## src/common/lmdi_pkg.sv

```systemverilog
// Constants and types for the limit monitor and diagnostic event block
package lmdi_pkg;
  // Channel count and clock rate
  localparam int NCH      = 4;
  localparam int CLK_HZ   = 40_000_000;
  localparam int US_PER_S = 1_000_000;
  // Cycles per microsecond, derived from the clock rate
  localparam int US_CYC   = CLK_HZ / US_PER_S;
  localparam logic [5:0] US_CYC_M1 = 6'(US_CYC - 1);

  // Limit encodings: these two values switch a limit off
  localparam logic [15:0] UL_OFF  = 16'h7FFF;
  localparam logic [15:0] LL_OFF  = 16'h8000;
  // Nominal range bounds, signed
  localparam logic [15:0] NOM_MAX = 16'h6C00;
  localparam logic [15:0] NOM_MIN = 16'h9400;

  // Record numbers and lengths
  localparam logic [7:0] REC_FULL      = 8'h01;
  localparam logic [7:0] REC_SHORT     = 8'h00;
  localparam logic [4:0] REC_LEN_FULL  = 5'h14;
  localparam logic [4:0] REC_LEN_SHORT = 5'h04;

  // Fixed record contents
  localparam logic [7:0] MOD_CLASS_INFO = 8'h15;
  localparam logic [7:0] CHAN_KIND      = 8'h71;
  localparam logic [7:0] DIAG_BITS      = 8'h08;
  localparam logic [7:0] CHAN_COUNT     = 8'h04;

  // Record byte positions
  localparam logic [4:0] RB_SUMMARY = 5'h00;
  localparam logic [4:0] RB_CLASS   = 5'h01;
  localparam logic [4:0] RB_RSVD_C  = 5'h02;
  localparam logic [4:0] RB_ERRD    = 5'h03;
  localparam logic [4:0] RB_KIND    = 5'h04;
  localparam logic [4:0] RB_NBITS   = 5'h05;
  localparam logic [4:0] RB_NCH     = 5'h06;
  localparam logic [4:0] RB_GROUP   = 5'h07;
  localparam logic [4:0] RB_CHANNEL_GROUP_ERRORS   = 5'h08;
  localparam logic [4:0] RB_STAMP   = 5'h10;

  // Summary byte bit positions
  localparam int SUM_MODFAIL = 0;
  localparam int SUM_INTERN  = 1;
  localparam int SUM_EXTERN  = 2;
  localparam int SUM_CHAN    = 3;
  localparam int SUM_AUX     = 4;
  localparam int SUM_PARAM   = 7;
  // Second diagnostic byte bit positions
  localparam int ED_BUFOVF = 3;
  localparam int ED_COMM   = 4;
  localparam int ED_PILOST = 6;
  // Channel error byte bit positions
  localparam int CE_PARAM  = 0;
  localparam int CE_PILOST = 5;
  localparam int CE_UNDER  = 6;
  localparam int CE_OVER   = 7;

  // Values after reset
  localparam logic [7:0]  RST_LIMIT_EN = 8'h00;
  localparam logic [7:0]  RST_DIAG_INTERRUPT_ENABLE  = 8'h00;
  localparam logic [31:0] RST_TICKER   = 32'h0000_0000;

  // Parameter set written by the controller
  typedef struct packed {
    logic [7:0]                limitEn;
    logic [7:0]                diagEn;
    logic [NCH-1:0][15:0]      upper;
    logic [NCH-1:0][15:0]      lower;
  } lmdi_param_t;

  // Measured values with range flags from the converter
  typedef struct packed {
    logic [NCH-1:0][15:0]      value;
    logic [NCH-1:0]            rangeOver;
    logic [NCH-1:0]            rangeUnder;
  } lmdi_meas_t;

  // Diagnostic record contents that change
  typedef struct packed {
    logic [7:0]                summary;
    logic [7:0]                errD;
    logic [NCH-1:0]            group;
    logic [NCH-1:0][7:0]       chanErr;
    logic [31:0]               stamp;
  } lmdi_diag_t;

  // Diagnostic interrupt state, Gray coded
  typedef enum logic [1:0] {
    DIAG_IDLE   = 2'h0,
    DIAG_ACTIVE = 2'h1
  } lmdi_dstate_t;
endpackage

```

## src/verilog/limit_monitor_diag_interrupts.sv

```systemverilog
// Limit monitor, process and diagnostic interrupt and record logic
`timescale 1ns/1ps

module limit_monitor_diag_interrupts (
  input  wire logic                clk,
  input  wire logic                rst_n,
  // Parameter write strobe and data
  input  wire logic                paramWr,
  input  wire lmdi_pkg::lmdi_param_t paramIn,
  // Measured values and their strobe
  input  wire logic                measValid,
  input  wire lmdi_pkg::lmdi_meas_t  measIn,
  // Module-level fault inputs
  input  wire logic                auxSupplyMissing,
  input  wire logic                commError,
  input  wire logic                diagBufOverflow,
  // Link type and delivery acknowledge
  input  wire logic                linkIsCanopen,
  input  wire logic                procAck,
  // Record read request
  input  wire logic                recReq,
  input  wire logic [7:0]          recSel,
  input  wire logic [4:0]          recIdx,
  // Process interrupt outputs
  output logic                     procIrqEmergency,
  output logic                     procIrqDiag,
  output logic [7:0]               limitOverFlags,
  output logic [7:0]               limitUnderFlags,
  output logic [15:0]              eventTimestampLow,
  // Diagnostic interrupt outputs
  output logic                     diagIrqIncoming,
  output logic                     diagIrqGoing,
  output logic                     moduleFaultIndicator,
  output logic                     paramError,
  // Record read answer
  output logic                     recValid,
  output logic                     recError,
  output logic [7:0]               recData,
  // Microsecond ticker value
  output logic [31:0]              usTicker
);

  localparam int NCH = lmdi_pkg::NCH;

  // Whole module state in one record
  typedef struct packed {
    lmdi_pkg::lmdi_param_t  param;       // Stored parameters
    logic [5:0]             usDiv;       // Microsecond divider
    logic [31:0]            ticker;      // Microsecond ticker
    logic                   pending;     // Process interrupt undelivered
    logic                   viaEmerg;    // Deliver as emergency message
    logic [NCH-1:0]         overFlags;   // Captured overflow flags
    logic [NCH-1:0]         underFlags;  // Captured underflow flags
    logic [15:0]            stampLow;    // Captured timestamp
    logic                   lostAny;     // Some interrupt was lost
    logic [NCH-1:0]         lostCh;      // Lost, per channel
    logic [NCH-1:0]         chPErr;      // Limit setting error
    lmdi_pkg::lmdi_dstate_t dstate;      // Diagnostic state
    lmdi_pkg::lmdi_diag_t   snap;        // Frozen record
    logic                   incoming;    // Incoming pulse
    logic                   going;       // Going pulse
    logic                   faultInd;    // Fault indicator
    logic                   recValid;    // Answer strobe
    logic                   recErr;      // Answer is a refusal
    logic [7:0]             recData;     // Answer byte
    logic                   irqEm;       // Emergency route, registered
    logic                   irqDiag;     // Diagnostics route, registered
    logic                   pErrAny;     // Any limit error, registered
  } lmdi_state_t;

  lmdi_state_t s_q;                      // Registered state
  lmdi_state_t s_d;                      // Next state

  // Per-channel comparison results
  logic [NCH-1:0] pErr;                  // Limit outside nominal range
  logic [NCH-1:0] over;                  // Above upper limit
  logic [NCH-1:0] under;                 // Below lower limit
  logic [NCH-1:0][7:0] liveCh;           // Live channel error bytes

  // Per-channel limit checks
  for (genvar g = 0; g < NCH; g++) begin : gChan
    logic [15:0] up;
    logic [15:0] lo;
    logic        upOn;
    logic        loOn;
    logic        upNom;
    logic        loNom;
    assign up = s_q.param.upper[g];
    assign lo = s_q.param.lower[g];
    assign upOn = (up != lmdi_pkg::UL_OFF);
    assign loOn = (lo != lmdi_pkg::LL_OFF);
    // Nominal range test, signed
    assign upNom = ($signed(up) <= $signed(lmdi_pkg::NOM_MAX)) &&
                   ($signed(up) >= $signed(lmdi_pkg::NOM_MIN));
    assign loNom = ($signed(lo) <= $signed(lmdi_pkg::NOM_MAX)) &&
                   ($signed(lo) >= $signed(lmdi_pkg::NOM_MIN));
    assign pErr[g] = (upOn && !upNom) || (loOn && !loNom);
    assign over[g] = measValid && s_q.param.limitEn[g] && upOn &&
                     ($signed(measIn.value[g]) > $signed(up));
    assign under[g] = measValid && s_q.param.limitEn[g] && loOn &&
                      ($signed(measIn.value[g]) < $signed(lo));
    always_comb begin
      liveCh[g] = 8'h00;
      liveCh[g][lmdi_pkg::CE_PARAM]  = s_q.chPErr[g];
      liveCh[g][lmdi_pkg::CE_PILOST] = s_q.lostCh[g];
      liveCh[g][lmdi_pkg::CE_UNDER]  = measIn.rangeUnder[g];
      liveCh[g][lmdi_pkg::CE_OVER]   = measIn.rangeOver[g];
    end
  end

  // Next-state logic for the whole block
  always_comb begin
    lmdi_pkg::lmdi_diag_t live;          // Record as it stands now
    lmdi_pkg::lmdi_diag_t src;           // Record shown to readers
    logic                 limEvt;        // Any limit crossing
    logic                 cond;          // Any diagnostic cause
    logic [4:0]           len;           // Length of selected record
    logic [7:0]           b;             // Selected record byte
    live   = '0;
    src    = '0;
    limEvt = |(over | under);
    cond   = 1'b0;
    len    = 5'h00;
    b      = 8'h00;
    s_d    = s_q;
    // Pulses last one cycle
    s_d.incoming = 1'b0;
    s_d.going    = 1'b0;
    s_d.recValid = 1'b0;
    s_d.recErr   = 1'b0;

    if (s_q.usDiv == lmdi_pkg::US_CYC_M1) begin
      s_d.usDiv  = 6'h00;
      // Natural 32-bit wrap returns to zero
      s_d.ticker = s_q.ticker + 32'h0000_0001;
    end else begin
      s_d.usDiv = s_q.usDiv + 6'h01;
    end

    // Parameter write takes effect next cycle
    if (paramWr) begin
      s_d.param = paramIn;
    end
    s_d.chPErr = pErr;

    // Full record read clears lost flags
    if (recReq && recSel == lmdi_pkg::REC_FULL) begin
      s_d.lostAny = 1'b0;
      s_d.lostCh  = '0;
    end

    // Controller took the process interrupt
    if (procAck) begin
      s_d.pending = 1'b0;
    end

    if (limEvt) begin
      if (s_q.pending && !procAck) begin
        // lost when undelivered
        // Set after clear, so a new loss wins
        s_d.lostAny = 1'b1;
        s_d.lostCh  = s_d.lostCh | over | under;
      end else begin
        s_d.pending    = 1'b1;
        s_d.overFlags  = over;
        s_d.underFlags = under;
        s_d.stampLow   = s_q.ticker[15:0];
        s_d.viaEmerg   = linkIsCanopen;
      end
    end

    // Live record contents
    live.chanErr = liveCh;
    for (int i = 0; i < NCH; i++) begin
      live.group[i] = |liveCh[i];
    end
    live.errD[lmdi_pkg::ED_BUFOVF] = diagBufOverflow;
    live.errD[lmdi_pkg::ED_COMM]   = commError;
    live.errD[lmdi_pkg::ED_PILOST] = s_q.lostAny;
    live.summary[lmdi_pkg::SUM_PARAM]  = |s_q.chPErr;
    live.summary[lmdi_pkg::SUM_AUX]    = auxSupplyMissing;
    live.summary[lmdi_pkg::SUM_CHAN]   = |live.group;
    live.summary[lmdi_pkg::SUM_EXTERN] = auxSupplyMissing |
        (|measIn.rangeOver) | (|measIn.rangeUnder);
    live.summary[lmdi_pkg::SUM_INTERN] = commError | diagBufOverflow |
        s_q.lostAny;
    live.summary[lmdi_pkg::SUM_MODFAIL] = (|live.group) |
        (|live.errD) | auxSupplyMissing;
    live.stamp = s_q.ticker;
    cond = |live.summary;

    // Diagnostic interrupt sequencing
    unique case (s_q.dstate)
      lmdi_pkg::DIAG_IDLE: begin
        if (cond && s_q.param.diagEn != 8'h00) begin
          s_d.dstate   = lmdi_pkg::DIAG_ACTIVE;
          s_d.incoming = 1'b1;
          s_d.snap     = live;
        end
      end
      lmdi_pkg::DIAG_ACTIVE: begin
        if (!cond) begin
          s_d.dstate = lmdi_pkg::DIAG_IDLE;
          s_d.going  = 1'b1;
        end
      end
      default: begin
        // Illegal code returns to idle
        s_d.dstate = lmdi_pkg::DIAG_IDLE;
      end
    endcase
    s_d.faultInd = (s_d.dstate == lmdi_pkg::DIAG_ACTIVE);

    // Readers see the frozen record while active
    src = (s_q.dstate == lmdi_pkg::DIAG_ACTIVE) ? s_q.snap : live;

    unique case (recIdx)
      lmdi_pkg::RB_SUMMARY: b = src.summary;
      lmdi_pkg::RB_CLASS:   b = lmdi_pkg::MOD_CLASS_INFO;
      lmdi_pkg::RB_RSVD_C:  b = 8'h00;
      lmdi_pkg::RB_ERRD:    b = src.errD;
      lmdi_pkg::RB_KIND:    b = lmdi_pkg::CHAN_KIND;
      lmdi_pkg::RB_NBITS:   b = lmdi_pkg::DIAG_BITS;
      lmdi_pkg::RB_NCH:     b = lmdi_pkg::CHAN_COUNT;
      lmdi_pkg::RB_GROUP:   b = {4'h0, src.group};
      default: begin
        // Channel bytes, reserved gap, then ticker LSB first
        if (recIdx[4:2] == lmdi_pkg::RB_CHANNEL_GROUP_ERRORS[4:2]) begin
          b = src.chanErr[recIdx[1:0]];
        end else if (recIdx[4:2] == lmdi_pkg::RB_STAMP[4:2]) begin
          b = src.stamp[8*recIdx[1:0] +: 8];
        end else begin
          b = 8'h00;
        end
      end
    endcase

    if (recSel == lmdi_pkg::REC_FULL) begin
      len = lmdi_pkg::REC_LEN_FULL;
    end else if (recSel == lmdi_pkg::REC_SHORT) begin
      len = lmdi_pkg::REC_LEN_SHORT;
    end else begin
      len = 5'h00;
    end
    // Answer one cycle after the request
    if (recReq) begin
      s_d.recValid = 1'b1;
      if (recIdx >= len) begin
        // Unknown record or index past its end
        s_d.recErr  = 1'b1;
        s_d.recData = 8'h00;
      end else begin
        s_d.recData = b;
      end
    end
    // Output copies kept as flops so no gate sits behind a port;
    // irqEm and irqDiag built from next state so they move on the same edge as before; pErrAny from pErr, a cycle behind
    s_d.irqEm   = s_d.pending && s_d.viaEmerg;
    s_d.irqDiag = s_d.pending && !s_d.viaEmerg;
    s_d.pErrAny = |pErr;
  end

  // State register; synchronous reset to constants only
  always_ff @(posedge clk) begin
    if (!rst_n) begin
      s_q              <= '0;
      s_q.param.limitEn <= lmdi_pkg::RST_LIMIT_EN;
      s_q.param.diagEn <= lmdi_pkg::RST_DIAG_INTERRUPT_ENABLE;
      // Limits start switched off
      for (int i = 0; i < NCH; i++) begin
        s_q.param.upper[i] <= lmdi_pkg::UL_OFF;
        s_q.param.lower[i] <= lmdi_pkg::LL_OFF;
      end
      s_q.ticker       <= lmdi_pkg::RST_TICKER;
      s_q.dstate       <= lmdi_pkg::DIAG_IDLE;
    end else begin
      s_q <= s_d;
    end
  end

  // Outputs straight from the state register
  assign procIrqEmergency     = s_q.irqEm;
  assign procIrqDiag          = s_q.irqDiag;
  assign limitOverFlags       = {4'h0, s_q.overFlags};
  assign limitUnderFlags      = {4'h0, s_q.underFlags};
  assign eventTimestampLow    = s_q.stampLow;
  assign diagIrqIncoming      = s_q.incoming;
  assign diagIrqGoing         = s_q.going;
  assign moduleFaultIndicator = s_q.faultInd;
  assign paramError           = s_q.pErrAny;
  assign recValid             = s_q.recValid;
  assign recError             = s_q.recErr;
  assign recData              = s_q.recData;
  assign usTicker             = s_q.ticker;

endmodule

```

## config.mk

```make
export PLATFORM = sky130hd
export DESIGN_NAME = limit_monitor_diag_interrupts
export DESIGN_NICKNAME = d
export VERILOG_FILES = /design/src/common/lmdi_pkg.sv /design/src/verilog/limit_monitor_diag_interrupts.sv
export SDC_FILE = /design/constraint.sdc
export NUM_CORES = 1
export LEC_CHECK = 0
export BUFFER_PORTS_ARGS = -buffer_cell sky130_fd_sc_hd__buf_2
export CAP_MARGIN = 20
export CORE_AREA = 2 2 167 169
export DETAILED_ROUTE_END_ITERATION = 6
export DIE_AREA = 0 0 169 171
export GPL_ROUTABILITY_DRIVEN = 0
export PLACE_DENSITY = 0.83
export SYNTH_ARGS = -nofsm -noshare
export SYNTH_HDL_FRONTEND = slang
export SYNTH_SLANG_ARGS = --single-unit
```

## constraint.sdc

```tcl
create_clock -name clk -period 4.95 [get_ports clk]
set_input_delay 0.99 -clock clk [delete_from_list [all_inputs] [get_ports clk]]
set_output_delay 0.99 -clock clk [all_outputs]
set_load 0.005 [all_outputs]
```

==> impl_metrics.tcl <==
set metrics [dict create \
    htree_num_levels 2 \
    fin_area_um2 18400 \
    syn_area_um2 16000 \
    fin_crit_ns 3.71 \
    dr.pass1.iters 5 \
    worst-path-buf-inv 2 \
    seq_area_frac_synth_pct 36.5 \
    tightest_slew_ns 1.10 \
    ant_nets 0 \
    cp.arrival_ns 4.11 \
    synthCells 1887 \
    die_area_um2 28900 \
    grt_max_degree 133 \
    met2_length_um 20100 \
    synthTopCellsByArea "dfxtp_1 37%, ha_1 10%, mux2i_1 6.8%" \
    portBuffers 306 \
    clk_latency_ns 0.51 \
    cts_resized 0 \
    clock_sinks 292 \
    drc 0 \
    rows 61 \
    ir_worst_vdd_uv 285 \
    cts_buffer_depth 3 \
    relSlewSlack_pct 26.4 \
    cts_tree "built" \
    grt_use_total_pct 29.0 \
    p_sw_share_pct 26.1 \
    cts_root_buf "clkbuf_16" \
    wl_per_cell_um 17.5 \
    synthToLayoutAreaGrowth_pct 14.7 \
    vias_per_cell 5.86 \
    avgSynthCellArea_um2 8.48 \
    final.fill_count 2226 \
    drv_slew 0 \
    setup_slack_ns 1.24 \
    antenna_found_initial 13 \
    p_seq_share_pct 42.9 \
    synth_edf_count 0 \
    cts_inserted_buffers 34 \
    rsz0062_at_grt "false" \
    p_leak_uw 0.00839 \
    finalHoldViolations 0 \
    hpwl_um 31400 \
    dr.first_iter.drc_count 1107 \
    place_area_um2 17200 \
    p_int_uw 4380 \
    synth_largest_area_cell "dfxtp_1" \
    fp.dieW_um 169 \
    routed-via-count 14400 \
    p_sw_uw 1550 \
    io_pins 319 \
    cp_slowest_cell "o31a_2" \
    hold_buffers 0 \
    synth_ff_type "dfxtp_1" \
    cp-end-kind "flip-flop" \
    fin_tns_setup_ns 0 \
    post_cts_buffers 0 \
    start_util_pct 58.6 \
    path_clk_slew_ns 0.06 \
    finalCritPeriodShare_pct 75.0 \
    ys_types 74 \
    min_path_type "flip-flop to flip-flop" \
    met1_length_um 18100 \
    maxUsedRoutingLayer "met4" \
    maxCapViolCount 0 \
    dpl_worst_slack_ns 0.736 \
    cpPeakStageDelay_ns 0.62 \
    run_status "finished, final reports clean" \
    setup_viol 0 \
    drive_above_1_share_pct 19.3 \
    crit_family "compound AO/OA/AOI/OAI gates" \
    clockPowerShare_pct 42.7 \
    die_h_um 171 \
    startpoint_type "primary input" \
    max_freq_mhz 269 \
    grt_pass1_vias 13800 \
    grt.overflow.total 0 \
    async_flop_share_pct 0 \
    cp.required_ns 5.35 \
    wl_um 43100 \
    yosys_warnings 0 \
    core_um2 27300 \
    crit_fanout 26 \
    ys_ff_latch 292 \
    synth.top_cell.area_share_pct 36.5 \
    worstSetupPathType "primary input to flip-flop" \
    power_density_nw_per_um2 323 \
    cp_cell_sequence "buf_2 > ha_1 > and3_1 > a211oi_1 > o211ai_1 > a311oi_1 > mux2i_1 > buf_4 > nand4_2 > o31a_2 > a31o_2" \
    finClkSkew_ns 0.0173 \
    combPwrFrac_pct 14.4 \
    grt_pass1_wl_um 67900 \
    wl_met3_um 3530 \
    nets 2448 \
]
==> cell usage in the layout, fill, tap and decap left out, drive strengths merged, types with 38 or more instances in the layout <==
cell / synthesis / routed
nand2: 284 / 284
ha: 128 / 128
nor2: 172 / 172
nand3: 40 / 40
nand4: 39 / 39
a21oi: 109 / 109
dfxtp: 292 / 292
buf: 94 / 314
clkbuf: 71 / 58
inv: 138 / 138
mux2i: 109 / 109
o211ai: 71 / 71
o21ai: 38 / 38
==> registers in the layout (all words and copies together), names as in the netlist, 4 cells and up <==
signal             count
liveCh                 8
gChan.up              64
eventTimestampLow     16
usTicker              32
recData                8
gChan.lo              64
limitOverFlags         4
limitUnderFlags        4
s_q                   84
==> synthesized netlist by cell type, types with 3 or more instances <==
cell         n
a2111oi_0    3
a211oi_1    22
a21boi_0     3
a21o_1      13
a21oi_1    109
a22oi_1     12
a311oi_1     3
a31oi_1      9
a32oi_1      4
a41oi_1      5
and2_1       8
and3_1       8
and4_1       7
buf_1       15
buf_2        3
buf_4       73
clkbuf_1    70
dfxtp_1    292
ha_1       128
inv_1      138
mux2i_1    108
mux4_2      24
nand2_1    284
nand2b_1    12
nand3_1     40
nand3b_1     8
nand4_1     38
nor2_1     172
nor2b_1      9
nor3_1      20
nor4_1      32
o211a_1      3
o211ai_1    70
o21a_1       5
o21ai_0     38
o21bai_1     4
o22ai_1      7
or3_1       12
or4_1        6
xnor2_1      9
xor2_1      21
==> layout make-up <==
cell class | instances | area, µm² | area share [%]
multi-input cells | 1300 | 8750 | 47.7
flip-flops and latches | 292 | 5850 | 31.9
repair buffers | 315 | 1620 | 8.84
clock buffers | 57 | 1100 | 6.00
inverters | 138 | 523 | 2.85
well taps | 346 | 433 | 2.36
clock inverters | 4 | 45.0 | 0.245
diodes | 13 | 32.5 | 0.177
==> through the flow <==
stage / hold slack [ns] / utilization, % / total power [µW] / cells
after detailed placement: 0.440 / 62.9 / 3420 / 2391
after global placement: 0.429 / 62.9 / 3380 / 2391
after floorplan: 0.418 / - / 3150 / 1895
after CTS: 0.451 / 67.0 / 5950 / 2452
final: 0.445 / 67.2 / 5920 / 2465
after global routing: 0.465 / 67.2 / 6170 / 2464
==> worst register-to-register path: cells and delay by family (launching register included) <==
| kind | cells | cell delay [ns] |
|---|---|---|
| multiplexers | 1 | 0.30 |
| AND/OR/NAND/NOR | 2 | 0.33 |
| flip-flops | 1 | 0.37 |
| AO/OA/AOI/OAI | 5 | 1.90 |
| buffers and inverters | 2 | 0.23 |
| adder cells (fa/ha/maj) | 1 | 0.28 |
==> layer usage <==
metal | vias up | track usage [%]
met5 | - | 0
met4 | 0 | 12.1
met3 | 90 | 5.90
met2 | 608 | 48.5
met1 | 6801 | 36.5
li1 | 6934 | -
==> logic make-up (layout without fill, tap and decap cells) <==
logic type	after synthesis	in the layout	synth area share, %
AOI/OAI and AO/OA	331	331	13.5
xor gates and xnor gates	30	30	1.64
adders and majority gates	128	128	10.0
buffers and inverters	303	514	9.01
DFF	292	292	36.5
muxes	135	135	10.4
other	1	22	0.0234
and+or+nand+nor	667	667	19.0
==> power groups by stage <==
stage	clock network, µW	logic, µW	registers (µW)
2_1_floorplan	0	583	2560
3_3_place_gp	0	801	2580
3_5_place_dp	0	837	2590
4_1_cts	2570	846	2540
5_1_grt	2670	949	2550
6_report	2530	852	2540
==> final timing paths <==
path | endpoint | from | depth (start not counted) | slack, ns
worst min register to register | s_q[169] | s_q[169] | 1 | 0.44
worst max-delay path | procIrqEmergency | measIn[47] | 11 | 1.24
worst max register to register | procIrqEmergency | gChan[2].lo[6] | 11 | 1.44
worst min-delay path | s_q[169] | s_q[169] | 1 | 0.44
(Power assumes the default switching activity.)
